$ cat src/ssrw_pkg.sv
// Package: constants and carrier types for the supply supervisor reset block
package ssrw_pkg;
    // Time base and periods
    localparam int unsigned CLK_HZ = 200_000_000;
    localparam real WDT_LONG_S = 35.0;
    localparam real WDT_NORM_S = 1.12;
    localparam real RST_TIMEOUT_S = 0.00112;
    // Least times round up to whole cycles
    localparam longint WDT_LONG_CYC = longint'($ceil(WDT_LONG_S * CLK_HZ));
    localparam longint WDT_NORM_CYC = longint'($ceil(WDT_NORM_S * CLK_HZ));
    localparam longint RST_TIMEOUT_CYC =
        longint'($ceil(RST_TIMEOUT_S * CLK_HZ));
    localparam int CNT_W = 34;
    localparam int MR_DEB_CYC = 65536;
    localparam int DEB_W = 17;
    localparam logic [2:0] SYNC_RST = 3'h0;
    localparam logic [2:0] SYNC_RST_HI = 3'h7;

    // Comparator flags arriving from the analog front end, high = bad
    typedef struct packed {
        logic primary_low;
        logic secondary_low;
        logic aux_low;
        logic pf_low;
    } ssrw_sense_t;

    // Reset outputs
    typedef struct packed {
        logic reset_out_n_a;
        logic reset_out_n_b;
        logic reset_out;
    } ssrw_rst_t;

    typedef enum logic [1:0] {WD_OFF, WD_LONG, WD_NORMAL} ssrw_wd_t;
endpackage

$ cat src/ssrw_top.sv
// Top: reset generator with undervoltage, manual reset and dual watchdog
`timescale 1ns/1ps
`default_nettype none
// Functional notes
// - Any undervoltage flag or low manual request asserts every reset output.
// - Reset holds until all causes clear, then one full timeout.
// - Undervoltage returning during the timeout restarts the count from zero.
// - Manual request low holds reset, plus one timeout after release.
// - Manual request is debounced internally, one clean reset results.
// - Strobe steady longer than current watchdog period asserts reset.
// - Floating strobe disables the watchdog entirely.
// - Every reset event puts watchdog in long initial mode.
// - First strobe edge in long mode switches to normal mode.
// - Missed strobe in normal mode gives one reset timeout pulse.
// - Power-fail flag follows its comparator, no timeout on release.
// - Active-high reset is the complement of the active-low output.
// - Both active-low resets come from one common reset state.
// - Watchdog counter clears on reset and on any strobe edge.
module ssrw_top
    import ssrw_pkg::*;
#(
    parameter longint RST_CYC = RST_TIMEOUT_CYC,
    parameter longint WD_LONG_CYC = WDT_LONG_CYC,
    parameter longint WD_NORM_CYC = WDT_NORM_CYC,
    parameter int MR_DEB = MR_DEB_CYC
) (
    // Clock, reset, enable
    input wire logic ref_clk,
    input wire logic reset_n,
    input wire logic clk_en,
    // Supply comparators and manual request
    input wire ssrw_sense_t sense,
    input wire logic manual_reset_request_n,
    // Watchdog strobe and its float detector
    input wire logic watchdog_strobe_in,
    input wire logic watchdog_strobe_floating,
    // Outputs
    output ssrw_rst_t rst_out,
    output logic power_fail_flag_n
);
    logic [2:0] mr_sync_reg, uv_sync_reg, pf_sync_reg, wdi_sync_reg;
    logic [2:0] flt_sync_reg;
    logic uv_lvl_reg, pf_lvl_reg, flt_lvl_reg;
    logic mr_deb_reg;
    logic [DEB_W-1:0] deb_cnt_reg;
    logic wdi_prev_reg;
    logic [CNT_W-1:0] tmo_cnt_reg;
    logic [CNT_W-1:0] wd_cnt_reg;
    ssrw_wd_t wd_state_reg;
    logic rst_state_reg;
    logic wd_fire_reg;
    logic uv_now, mr_now, wdi_s, wdi_edge, wd_off, cause, wd_limit_hit;
    logic [CNT_W-1:0] wd_limit;

    // Three-stage synchronisers for pin inputs
    always_ff @(posedge ref_clk or negedge reset_n) begin
        if (!reset_n) begin
            mr_sync_reg <= SYNC_RST_HI;
            uv_sync_reg <= SYNC_RST;
            pf_sync_reg <= SYNC_RST;
            wdi_sync_reg <= SYNC_RST;
            flt_sync_reg <= SYNC_RST_HI;
        end else if (clk_en) begin
            mr_sync_reg <= {mr_sync_reg[1:0], manual_reset_request_n};
            uv_sync_reg <= {uv_sync_reg[1:0],
                sense.primary_low | sense.secondary_low | sense.aux_low};
            pf_sync_reg <= {pf_sync_reg[1:0], sense.pf_low};
            wdi_sync_reg <= {wdi_sync_reg[1:0], watchdog_strobe_in};
            flt_sync_reg <= {flt_sync_reg[1:0], watchdog_strobe_floating};
        end
    end

    // Levels change only once stages two and three agree, both ways
    always_ff @(posedge ref_clk or negedge reset_n) begin
        if (!reset_n) begin
            uv_lvl_reg <= 1'b0;
            pf_lvl_reg <= 1'b0;
            flt_lvl_reg <= 1'b1;
        end else if (clk_en) begin
            if (uv_sync_reg[1] == uv_sync_reg[2]) begin
                uv_lvl_reg <= uv_sync_reg[2];
            end
            if (pf_sync_reg[1] == pf_sync_reg[2]) begin
                pf_lvl_reg <= pf_sync_reg[2];
            end
            if (flt_sync_reg[1] == flt_sync_reg[2]) begin
                flt_lvl_reg <= flt_sync_reg[2];
            end
        end
    end

    // Agreed levels feed the reset and watchdog logic
    assign uv_now = uv_lvl_reg;
    assign wdi_s = wdi_sync_reg[2];
    assign wdi_edge = (wdi_sync_reg[2] == wdi_sync_reg[1])
        && (wdi_sync_reg[2] != wdi_prev_reg);
    assign wd_off = flt_lvl_reg;

    // Manual request debounce: level must stay stable MR_DEB cycles
    always_ff @(posedge ref_clk or negedge reset_n) begin
        if (!reset_n) begin
            mr_deb_reg <= 1'b1;
            deb_cnt_reg <= '0;
        end else if (clk_en) begin
            if (mr_sync_reg[2] != mr_sync_reg[1]
                || mr_sync_reg[2] == mr_deb_reg) begin
                deb_cnt_reg <= '0;
            end else if (deb_cnt_reg >= DEB_W'(MR_DEB - 1)) begin
                mr_deb_reg <= mr_sync_reg[2];
                deb_cnt_reg <= '0;
            end else begin
                deb_cnt_reg <= deb_cnt_reg + 1'b1;
            end
        end
    end
    assign mr_now = !mr_deb_reg;

    // Any cause that holds reset asserted
    assign cause = uv_now | mr_now | wd_fire_reg;

    // Reset state and timeout counter
    always_ff @(posedge ref_clk or negedge reset_n) begin
        if (!reset_n) begin
            rst_state_reg <= 1'b1;
            tmo_cnt_reg <= '0;
        end else if (clk_en) begin
            if (cause) begin
                rst_state_reg <= 1'b1;
                tmo_cnt_reg <= '0;
            end else if (rst_state_reg) begin
                if (tmo_cnt_reg >= CNT_W'(RST_CYC - 1)) begin
                    rst_state_reg <= 1'b0;
                    tmo_cnt_reg <= '0;
                end else begin
                    tmo_cnt_reg <= tmo_cnt_reg + 1'b1;
                end
            end
        end
    end

    // Watchdog limit follows the current mode
    assign wd_limit = (wd_state_reg == WD_NORMAL) ? CNT_W'(WD_NORM_CYC - 1)
        : CNT_W'(WD_LONG_CYC - 1);
    assign wd_limit_hit = wd_cnt_reg >= wd_limit;

    // Watchdog mode, counter and expiry
    always_ff @(posedge ref_clk or negedge reset_n) begin
        if (!reset_n) begin
            wd_state_reg <= WD_LONG;
            wd_cnt_reg <= '0;
            wd_fire_reg <= 1'b0;
            wdi_prev_reg <= 1'b0;
        end else if (clk_en) begin
            // Last agreed strobe level, a glitch cannot fake an edge
            if (wdi_sync_reg[1] == wdi_s) begin
                wdi_prev_reg <= wdi_s;
            end
            wd_fire_reg <= 1'b0;
            if (wd_off) begin
                wd_state_reg <= WD_OFF;
                wd_cnt_reg <= '0;
            end else if (rst_state_reg) begin
                wd_state_reg <= WD_LONG;
                wd_cnt_reg <= '0;
            end else begin
                case (wd_state_reg)
                    WD_OFF: begin
                        wd_state_reg <= WD_LONG;
                        wd_cnt_reg <= '0;
                    end
                    WD_LONG, WD_NORMAL: begin
                        if (wdi_edge) begin
                            wd_state_reg <= WD_NORMAL;
                            wd_cnt_reg <= '0;
                        end else if (wd_limit_hit) begin
                            wd_fire_reg <= 1'b1;
                            wd_cnt_reg <= '0;
                        end else begin
                            wd_cnt_reg <= wd_cnt_reg + 1'b1;
                        end
                    end
                    default: begin
                        wd_state_reg <= WD_LONG;
                        wd_cnt_reg <= '0;
                    end
                endcase
            end
        end
    end

    // Registered outputs: resets from the common reset state or a cause, power-fail flag from its comparator level
    always_ff @(posedge ref_clk or negedge reset_n) begin
        if (!reset_n) begin
            rst_out <= '{1'b0, 1'b0, 1'b1};
            power_fail_flag_n <= 1'b1;
        end else if (clk_en) begin
            rst_out.reset_out_n_a <= !(rst_state_reg | cause);
            rst_out.reset_out_n_b <= !(rst_state_reg | cause);
            rst_out.reset_out <= rst_state_reg | cause;
            power_fail_flag_n <= !pf_lvl_reg;
        end
    end

    // Both low outputs always equal, high output their complement
    a_outs_agree: assert property (@(posedge ref_clk) disable iff (!reset_n)
        rst_out.reset_out_n_a == rst_out.reset_out_n_b
        && rst_out.reset_out == !rst_out.reset_out_n_a)
        else $error("reset outputs disagree");
    // Undervoltage cause gives reset at next edge
    a_uv_asserts: assert property (@(posedge ref_clk) disable iff (!reset_n)
        clk_en && uv_now |=> !rst_out.reset_out_n_a)
        else $error("undervoltage did not assert reset");
    // Watchdog expiry asserts reset state
    a_wd_fire_rst: assert property (@(posedge ref_clk) disable iff (!reset_n)
        clk_en && wd_fire_reg |=> rst_state_reg)
        else $error("watchdog expiry missed");
    // Float disables watchdog firing
    a_wd_float_off: assert property (@(posedge ref_clk) disable iff (!reset_n)
        clk_en && wd_off |=> !wd_fire_reg)
        else $error("floating strobe fired");
    // Reset returns watchdog to long mode
    a_wd_long_mode: assert property (@(posedge ref_clk) disable iff (!reset_n)
        clk_en && rst_state_reg && !wd_off |=> wd_state_reg == WD_LONG
        && wd_cnt_reg == '0)
        else $error("watchdog not long after reset");
    // Edge in long mode moves to normal
    a_wd_to_norm: assert property (@(posedge ref_clk) disable iff (!reset_n)
        clk_en && !wd_off && !rst_state_reg && wdi_edge
        && wd_state_reg == WD_LONG |=> wd_state_reg == WD_NORMAL)
        else $error("strobe edge did not enter normal mode");
    // Cause during timeout restarts count
    a_tmo_restart: assert property (@(posedge ref_clk) disable iff (!reset_n)
        clk_en && cause |=> tmo_cnt_reg == '0 && rst_state_reg)
        else $error("timeout not restarted");
    // Release only after counter reaches full timeout
    a_release_tmo: assert property (@(posedge ref_clk) disable iff (!reset_n)
        $fell(rst_state_reg) |-> $past(tmo_cnt_reg) == CNT_W'(RST_CYC - 1))
        else $error("reset released early");
    // Watchdog counter cleared by strobe edge
    a_wd_edge_clr: assert property (@(posedge ref_clk) disable iff (!reset_n)
        clk_en && !wd_off && wdi_edge |=> wd_cnt_reg == '0)
        else $error("strobe edge did not clear counter");
    // Power-fail flag releases directly once comparator level clears
    a_pf_follow: assert property (@(posedge ref_clk) disable iff (!reset_n)
        clk_en && !pf_lvl_reg |=> power_fail_flag_n)
        else $error("power-fail flag did not release");
    // Power-fail flag asserts while comparator reports low
    a_pf_asserts: assert property (@(posedge ref_clk) disable iff (!reset_n)
        clk_en && pf_lvl_reg |=> !power_fail_flag_n)
        else $error("power-fail flag did not assert");
    // Manual request keeps reset asserted
    a_mr_holds: assert property (@(posedge ref_clk) disable iff (!reset_n)
        clk_en && mr_now |=> rst_out.reset_out)
        else $error("manual request not honoured");
endmodule
`default_nettype wire

$ cat config.mk
export PLATFORM = sky130hd
export DESIGN_NAME = ssrw_top
export DESIGN_NICKNAME = d
export VERILOG_FILES = /design/src/ssrw_pkg.sv /design/src/ssrw_top.sv
export SDC_FILE = /design/constraint.sdc
export NUM_CORES = 1
export LEC_CHECK = 0
export BUFFER_PORTS_ARGS = -buffer_cell sky130_fd_sc_hd__clkbuf_2
export CAP_MARGIN = 20
export CORE_ASPECT_RATIO = 0.6
export CORE_MARGIN = 4
export CORE_UTILIZATION = 65
export CTS_CLUSTER_DIAMETER = 200
export DETAILED_ROUTE_END_ITERATION = 6
export PLACE_DENSITY = 0.92
export SYNTH_ARGS = -nofsm -noshare
export SYNTH_HDL_FRONTEND = slang
export SYNTH_SLANG_ARGS = --single-unit
export TNS_END_PERCENT = 10
$ cat constraint.sdc
create_clock -name ref_clk -period 8.95 [get_ports ref_clk]
set_input_delay 1.79 -clock ref_clk [delete_from_list [all_inputs] [get_ports ref_clk]]
set_output_delay 1.79 -clock ref_clk [all_outputs]
set_load 0.02 [all_outputs]
---- Yosys cells after proc, flatten, opt, wreduce, memory -nomap -nowiden ----
Index checks and enable logic that the tools add are counted.
storage, ports and cells
  flip-flop bits (word level) ............. 112
  latch bits .............................. 0
  RAM bits ................................ 0
  memory bits (read-only) ................. 0
  bits of input ports ..................... 10
  output and inout bits ................... 4
  word-level logic and storage cells ...... 79
  memories ................................ 0
operators by class
  add/sub/neg operators ................... 3
  multiply operators ...................... 0
  divide/modulo/power cells ............... 0
  magnitude comparators ................... 3
  equal/unequal tests ..................... 11
  shifts and indexed selects .............. 0
  mux-type cells .......................... 23
  bitwise operators ....................... 6
  reduce and logical (&&, ||, !) cells .... 14
operator list
  cell                                                    count
  two-way mux 34 bit                                      8
  adder 34 x 1 -> 34 bit (second input constant)          2
  >= comparator 34 x 18 -> 1 bit (second input constant)  1
  >= comparator 34 x 33 -> 1 bit                          1
  two-way mux 17 bit                                      2
  two-way mux 33 bit                                      1
  adder 17 x 1 -> 17 bit (second input constant)          1
  >= comparator 17 x 16 -> 1 bit (second input constant)  1
  AND reduction 2 bit                                     6
  two-way mux 1 bit                                       8
  two-way mux 2 bit                                       4
  equality test 1 bit                                     6
  bitwise OR 1 bit                                        5
  inequality test 4 bit (second input constant)           1
  zero test 1 bit                                         3
  AND reduction 3 bit                                     1
  equality test 2 x 1 -> 1 bit (second input constant)    1
  equality test 2 bit (second input constant)             1
  inequality test 1 bit                                   2
  nonzero test 2 bit                                      1
  OR reduction 2 bit                                      1
  logical AND 1 bit                                       1
  logical OR 1 bit                                        1
  NOT 1 bit                                               1

---- Longest topological paths before layout ----
Gate-level depths: netlist of run 1.
  depth after elaboration ................. 8
  gate-level depth with buffers ........... 15
  depth with buffers taken out ............ 11

---- Worst setup path before layout of run 1 ----
OpenSTA, ideal clock, no wires.
  path kind ............................... input port to flip-flop
  start ................................... in clk_en
  end ..................................... reg tmo_cnt_reg[25]
  arrival ................................. 3,096 ps
  data required time ...................... 8,829 ps
  path slack .............................. 5,732 ps
  cell stages on the path ................. 5
  path buffers ............................ 0
  cell sequence ........................... o21ai_1 or4_1 nor4_1 xnor2_1 nor2_1
on the way
  word-level cells in the longest chain between the ends .. 1
RTL lines
  element                        RTL line         source
  from (decl)                    ssrw_top.sv:30   input wire logic clk_en,
  AND reduction 2 bit (no line)  n/a
  to (signal assigned)           ssrw_top.sv:135  tmo_cnt_reg <= tmo_cnt_reg + 1'b1;
  to (decl)                      ssrw_top.sv:47   logic [CNT_W-1:0] tmo_cnt_reg;
No other way between the ends.
A chain may end at the register's enable or synchronous reset.

---- Worst setup path in the final report of run 1 ----
  start ................................... reg wd_state_reg[0]
  end ..................................... reg wd_cnt_reg[13]
on the way
  word-level cells in the longest chain between the ends .. 8
RTL lines
  element                         RTL line                          source
  from (decl)                     ssrw_top.sv:49                    ssrw_wd_t wd_state_reg;
  from (signal assigned)          ssrw_top.sv:149                   wd_state_reg <= WD_LONG;
  from (signal assigned)          ssrw_top.sv:160                   wd_state_reg <= WD_OFF;
  from (signal assigned)          ssrw_top.sv:163                   wd_state_reg <= WD_LONG;
  equality test 2 bit             ssrw_top.sv:142, ssrw_top.sv:166
  two-way mux 33 bit              ssrw_top.sv:142                   assign wd_limit = (wd_state_reg == WD_NORMAL) ? CNT_W'(WD_NORM_CYC - 1)
  >= comparator 34 x 33 -> 1 bit  ssrw_top.sv:144                   assign wd_limit_hit = wd_cnt_reg >= wd_limit;
  two-way mux 34 bit              ssrw_top.sv:175                   end else if (wd_limit_hit) begin
  two-way mux 34 bit              ssrw_top.sv:172                   if (wdi_edge) begin
  two-way mux 34 bit (*)          ssrw_top.sv:166                   case (wd_state_reg)
  two-way mux 34 bit (*)          ssrw_top.sv:162                   end else if (rst_state_reg) begin
  two-way mux 34 bit (*)          ssrw_top.sv:159                   if (wd_off) begin
  to (signal assigned)            ssrw_top.sv:179                   wd_cnt_reg <= wd_cnt_reg + 1'b1;
  to (decl)                       ssrw_top.sv:48                    logic [CNT_W-1:0] wd_cnt_reg;
Every way passes the cells marked *; elsewhere a longest branch is shown, timed or not.

==> results of run 1 <==
area by class of cell:
class	instances	share of cell area, %
Clock buffer	10	3.54
Clock inverter	6	0.852
Inverter	36	2.09
Multi-Input combinational cell	478	45.4
Sequential cell	112	43.6
Tap cell	130	2.52
Timing Repair Buffer	19	1.97
cells in the final DEF (no fill, tap or decap), types with 13 or more instances in the layout:
| master | netlist | final |
|---|---|---|
| a21oi_1 | 22 | 22 |
| a31oi_1 | 17 | 16 |
| and3_1 | 22 | 22 |
| dfrtp_1 | 100 | 100 |
| ha_1 | 13 | 13 |
| inv_1 | 35 | 35 |
| nand2_1 | 72 | 72 |
| nand3_1 | 31 | 31 |
| nand4_1 | 26 | 26 |
| nor2_1 | 56 | 56 |
| nor3_1 | 14 | 14 |
| o21ai_0 | 40 | 40 |
| o22ai_1 | 15 | 15 |
| xnor2_1 | 13 | 13 |
power groups by stage:
stage | Sequential, mW | Combinational, mW | Clock, mW
after floorplan | 0.557 | 0.0620 | 0
after global placement | 0.556 | 0.0850 | 0
after detailed placement | 0.559 | 0.0921 | 0
after CTS | 0.550 | 0.0942 | 0.389
after global routing | 0.553 | 0.107 | 0.412
final | 0.551 | 0.0961 | 0.385
cells by family (layout without fill, tap and decap cells):
logic type | count (synthesis) | in the layout
compound gates | 159 | 159
fa+ha+maj | 13 | 13
mux | 14 | 14
simple gates | 267 | 267
flops | 112 | 112
xor+xnor | 25 | 25
buf+inv | 72 | 71
worst max-delay path, delay by kind of cell (launching register included):
kind | cells | cell delay [ns]
adder cells (fa/ha/maj) | 2 | 0.94
AND/OR/NAND/NOR | 2 | 0.88
AO/OA/AOI/OAI | 5 | 1.47
flip-flops | 1 | 0.38
buffers and inverters | 2 | 0.42
through the flow:
stage                     area (um2)  util, %
final                           6460     70.6
after global routing            6460     70.6
after CTS                       6420     70.2
after detailed placement        6140     67.1
after global placement          6140     67.1
after floorplan                 6080        -
routing by layer:
| metal | GRT usage [%] | part of all wire, % |
|---|---|---|
| met5 | 0 | 0 |
| met4 | 8.96 | 2.3 |
| met3 | 5.02 | 8.3 |
| met2 | 39.5 | 45 |
| met1 | 36.2 | 44 |
worst max-delay path by stage:
stage	startpoint	to	slack (ns)	depth (start not counted)
floorplan	clk_en	tmo_cnt_reg[25]$_DFFE_PN0P_	5.73	5
global placement	wd_state_reg[0]$_DFFE_PN1P_	wd_cnt_reg[24]$_DFFE_PN0P_	4.54	11
detailed placement	wd_state_reg[0]$_DFFE_PN1P_	wd_cnt_reg[13]$_DFFE_PN0P_	4.24	11
CTS	wd_state_reg[0]$_DFFE_PN1P_	wd_cnt_reg[20]$_DFFE_PN0P_	4.14	11
global route	wd_state_reg[0]$_DFFE_PN1P_	wd_cnt_reg[17]$_DFFE_PN0P_	4.50	11
finish	wd_state_reg[0]$_DFFE_PN1P_	wd_cnt_reg[13]$_DFFE_PN0P_	4.73	11
==> flow_metrics.tcl, run 1 <==
set metrics [dict create \
    hold_depth 1 \
    drt_iter0_markers 638 \
    synth_edf_count 0 \
    overflow 0 \
    critPathMaxFanout 28 \
    synth.distinct_cells 65 \
    grt_pass1_vias 4987 \
    synthTopCellsByArea "dfrtp_1 41%, dfstp_2 5.2%, nand2_1 4.4%, nor2_1 3.5%, o21ai_0 3.3%" \
    numCtsBuffers 9 \
    synth-compound-area-share_pct 17.3 \
    grt_first_pass_wirelength_mm 23.4 \
    dp_hpwl_mm 9.10 \
    cts.sinks 112 \
    clkTransAtPathRegs_ns 0.07 \
    numPlacedInstances 772 \
    hold_slack_ns 0.497 \
    tns_ns 0 \
    gp_congestion 0.897 \
    synth_seq_cells 112 \
    place_ws_ns 4.24 \
    die_h_um 82.9 \
    holdPathEnd "deb_cnt_reg[14]$_DFFE_PN0P_" \
    cap_viol_max_count 0 \
    initial_utilization_pct 66.4 \
    critical_path_class "reg2reg" \
    avgSynthCellArea_um2 9.19 \
    start_kind "flop" \
    synth_area_leader_cell "dfrtp_1" \
    endpoint_kind "flop" \
    drc 0 \
    postSynth.asyncResetShare_pct 100 \
    synth_common_cells "100 x dfrtp_1, 72 x nand2_1, 56 x nor2_1, 40 x o21ai_0, 35 x inv_1" \
    multi_input_area_um2 2940 \
    cp_slowest_stage_delay_ns 0.55 \
    synthesis.nets 685 \
    rsz0062_at_grt "no" \
    fmax_mhz 237 \
    power.leakage_nw 2.65 \
    grt_start_max_net_pins 60 \
    diodes 0 \
    fin_nets 679 \
    power.share.switching_pct 26.4 \
    hold_class "reg2reg" \
    dieWidth_um 133 \
    comb_power_share_pct 9.3 \
    clock_path_buffers 2 \
    vdd_drop_max_uv 131 \
    worstSkewPairLatency_ns 0.35 \
    synth.most_common_cell "dfrtp_1" \
    synth-main-ff-cell "dfrtp_1" \
    routedWlPerCell_um 17.6 \
    period_minus_slack_ns 4.22 \
    rows 27 \
    power.internal_mw 0.760 \
    cts_resized 0 \
    yosysTopAreaCellShare_pct 41.1 \
    synthAdderAreaFrac_pct 2.67 \
    seqCellArea_um2 2820 \
    crit_slowest_cell "ha_1" \
    tightestPinTransition_ns 0.974 \
    r2r-start "wd_state_reg[0]$_DFFE_PN1P_" \
    cts-hold-fix-buffers 0 \
    synth_top_family_by_area "simple AND/OR/NAND/NOR gates" \
    arrival_ns 4.46 \
    fin_crit_sh_pct 47.2 \
    syn_to_final_growth_pct 6.25 \
    required_ns 9.19 \
    r2r_cells 11 \
    max_slew_margin_pct 34.7 \
    power_density_nw_per_um2 160 \
    vias_per_cell 6.58 \
    post-cts-setup-buffers 0 \
    synth_xor_area_share_pct 3.72 \
    seq_power_share_pct 53.4 \
    antenna_left 0 \
    cts_tree "yes" \
    drive_gt1_share_pct 9.83 \
    yosys.area_share.simple_pct 21.9 \
    finClkSkew_ns 0.0122 \
    drt-pass1-iter-count 5 \
    seq_area_frac_synth_pct 46.3 \
    clockPowerShare_pct 37.3 \
    final_cells 791 \
    core_um2 9160 \
    r2r_slack_ns 4.73 \
    synth.mux.area_fraction_pct 2.55 \
    finalSetupViolCount 0 \
    syn-instance-count 662 \
    holdCritStartpoint "deb_cnt_reg[14]$_DFFE_PN0P_" \
    timing.final.hold_violations 0 \
    portBuffers 13 \
    crit_chain "inv_1, ha_1, inv_1, ha_1, a211oi_1, o21ai_1, a22o_1, a211oi_2, and2_1, nand3_4, o311ai_1" \
    pin_count 14 \
    cts_max_level 3 \
    r2r_end "wd_cnt_reg[13]$_DFFE_PN0P_" \
    p_total_mw 1.03 \
    switchingPower_mw 0.272 \
    setup_slack_ns 4.73 \
    yosysWarnings 0 \
    cts_root_buf "clkbuf_16" \
    fp.dieArea_um2 11000 \
    via_count 5205 \
    fillCellCount 617 \
    drt-total-wl_mm 13.9 \
    finalMaxSlewViolations 0 \
    status "finished clean" \
    synth_area_um2 6080 \
    grt_antenna_before_repair 0 \
    grt_usage_pct 25.5 \
]
Power figures use the tool's default switching activity.
==> run 2: changes to the inputs <==
- ABC_AREA: unset -> 1
- CORE_UTILIZATION: 65 -> 57
- PLACE_DENSITY: 0.92 -> 0.86
- clock period: 8.95 -> 3.85 ns (I/O delays scaled with it)
==> run 2 against run 1 <==
Clock power rose to 2.5 times the previous value. Sequential share of layout area is 5.5 points lower. Worst setup slack got worse by 4.0 ns.
==> flow_metrics.tcl, run 2 <==
set metrics [dict create \
    tns_ns 0 \
    grt_antenna_before_repair 0 \
    die_h_um 93.7 \
    path_buf_inv 3 \
    synth_area_um2 6980 \
    layout_commonest_cell "nand2_1" \
    finalSetupViolCount 0 \
    initial_utilization_pct 60.0 \
    drt-total-wl_mm 16.2 \
    synth_common_cells "290 x nand2_1, 129 x nor2_1, 100 x dfrtp_1, 100 x inv_1, 60 x nand3_1" \
    fp.dieArea_um2 14100 \
    portBuffers 13 \
    grt_start_max_net_pins 60 \
    cap_viol_max_count 0 \
    synth.most_common_cell "nand2_1" \
    power.leakage_nw 3.27 \
    place_area_um2 7080 \
    numCtsBuffers 9 \
    gp_congestion 1.04 \
    postSynth.asyncResetShare_pct 100 \
    drc 0 \
    start_kind "flop" \
    fmax_mhz 325 \
    design_area_um2 7400 \
    pin_count 14 \
    synth_area_leader_cell "dfrtp_1" \
    via_count 6203 \
    cts_resized 0 \
    synth.distinct_cells 37 \
    hold_class "reg2reg" \
    critPathMaxFanout 34 \
    cts_max_level 3 \
    cp_top_family "simple AND/OR/NAND/NOR gates" \
    yosysWarnings 0 \
    max_slew_margin_pct 28.6 \
    crit_top_cell "nand2_1" \
    synthTopCellsByArea "dfrtp_1 36%, nand2_1 16%, nor2_1 6.9%, inv_1 5.4%, dfstp_2 4.5%" \
    fin_nets 985 \
    post-cts-setup-buffers 0 \
    synth_seq_cells 112 \
    vias_per_cell 5.50 \
    tightestPinTransition_ns 1.07 \
    drt-pass1-iter-count 5 \
    overflow 0 \
    rsz0062_at_grt "no" \
    seq_area_frac_synth_pct 40.4 \
    yosysTopAreaCellShare_pct 35.9 \
    period_minus_slack_ns 3.08 \
    synthesis.nets 991 \
    fillCellCount 997 \
    crit_chain "inv_1, ha_1, inv_2, ha_1, nand4_1, inv_1, nand2_1, nand2_1, nand2_1, nand2_2, nor2_4, nand3_1, nand2_1" \
    core_um2 11600 \
    cts.sinks 112 \
    cts_root_buf "clkbuf_16" \
    cts_tree "yes" \
    clkTransAtPathRegs_ns 0.08 \
    dieWidth_um 151 \
    rows 30 \
    dp_hpwl_mm 11.4 \
    finalMaxSlewViolations 0 \
    finClkSkew_ns 0.00877 \
    avgSynthCellArea_um2 7.21 \
    status "finished clean" \
    diodes 0 \
    vdd_drop_max_uv 327 \
    syn_to_final_growth_pct 6.08 \
    required_ns 4.14 \
    synth_edf_count 0 \
    clock_path_buffers 2 \
    power_density_nw_per_um2 320 \
    final_cell_mix "290 x nand2_1, 129 x nor2_1, 100 x inv_1, 100 x dfrtp_1, 60 x nand3_1" \
    synth-main-ff-cell "dfrtp_1" \
    fin_crit_sh_pct 80.0 \
    worstSkewPairLatency_ns 0.35 \
    arrival_ns 3.37 \
    timing.final.hold_violations 0 \
    crit_slowest_cell "nor2_4" \
    cp_slowest_stage_delay_ns 0.81 \
    drive_gt1_share_pct 9.20 \
    endpoint_kind "flop" \
    grt_first_pass_wirelength_mm 27.7 \
    syn-instance-count 968 \
    grt_usage_pct 24.3 \
    antenna_left 0 \
    critical_path_class "reg2reg" \
    routedWlPerCell_um 14.4 \
    drt_iter0_markers 603 \
    grt_pass1_vias 5536 \
    cts-hold-fix-buffers 0 \
]
## run 2: worst reg2reg max path, stage by stage (launching register included)
cell,delay [ns]
dfstp_2,0.53
inv_1,0.05
ha_1,0.22
inv_2,0.29
ha_1,0.31
nand4_1,0.15
inv_1,0.07
nand2_1,0.07
nand2_1,0.07
nand2_1,0.08
nand2_2,0.06
nor2_4,0.82
nand3_1,0.20
nand2_1,0.10
## run 2: area by class of cell
cell class,instances,area (um2),area share [%]
multi-input cells,715,3550,47.9
flip-flops and latches,112,2820,38.1
inverters,105,394,5.33
clock buffers,10,229,3.09
well taps,160,200,2.70
repair buffers,19,125,1.69
clock inverters,6,87.6,1.18
## run 2: logic make-up (layout without fill, tap and decap cells)
group	after synthesis	after routing	synth area share [%]
simple gates	576	576	36.5
compound gates	81	81	6.29
xor+xnor	44	44	5.52
buf+inv	141	140	8.77
flops	112	112	40.4
fa+ha+maj	13	13	2.33
mux	1	1	0.143
## run 2: final timing paths
path	cells past startpoint	slack, ns	endpoint	start
worst max-delay path	13	0.77	wd_cnt_reg[2]$_DFFE_PN0P_	wd_state_reg[0]$_DFFE_PN1P_
worst min-delay path	1	0.44	power_fail_flag_n$_DFFE_PN1P_	pf_lvl_reg$_DFFE_PN0P_
worst max register to register	13	0.77	wd_cnt_reg[2]$_DFFE_PN0P_	wd_state_reg[0]$_DFFE_PN1P_
worst min register to register	1	0.44	power_fail_flag_n$_DFFE_PN1P_	pf_lvl_reg$_DFFE_PN0P_
max in group asynchronous	2	2.57	rst_state_reg$_DFFE_PN1P_	reset_n
min in group asynchronous	1	0.48	wd_cnt_reg[12]$_DFFE_PN0P_	reset_n
## run 2: per-stage QoR
step	hold WS (ns)	instances	power, mW	setup slack [ns]	util (%)
2_1_floorplan	0.400	968	1.35	1.60	-
3_3_place_gp	0.411	1111	1.40	0.898	60.9
3_5_place_dp	0.434	1111	1.41	0.816	60.9
4_1_cts	0.447	1127	2.38	0.782	63.6
5_1_grt	0.474	1127	2.46	0.433	63.6
6_report	0.439	1127	2.37	0.770	63.6
## run 2: power breakdown
| group | switching [mW] | internal, mW | leakage (nW) |
|---|---|---|---|
| sequential | 0.0245 | 1.22 | 1.50 |
| combinational | 0.102 | 0.0382 | 1.62 |
| clock | 0.459 | 0.521 | 0.149 |
| total | 0.586 | 1.78 | 3.27 |
## run 2: metal layers
layer	vias to the layer above	GRT usage [%]	part of all wire [%]	wire, um
met2	259	32.2	39	6360
met4	2	4.30	0.91	148
met5	-	3.46	0.36	58
met3	18	6.03	9.9	1610
met1	2851	39.5	50	8060
li1	3073	-	-	-
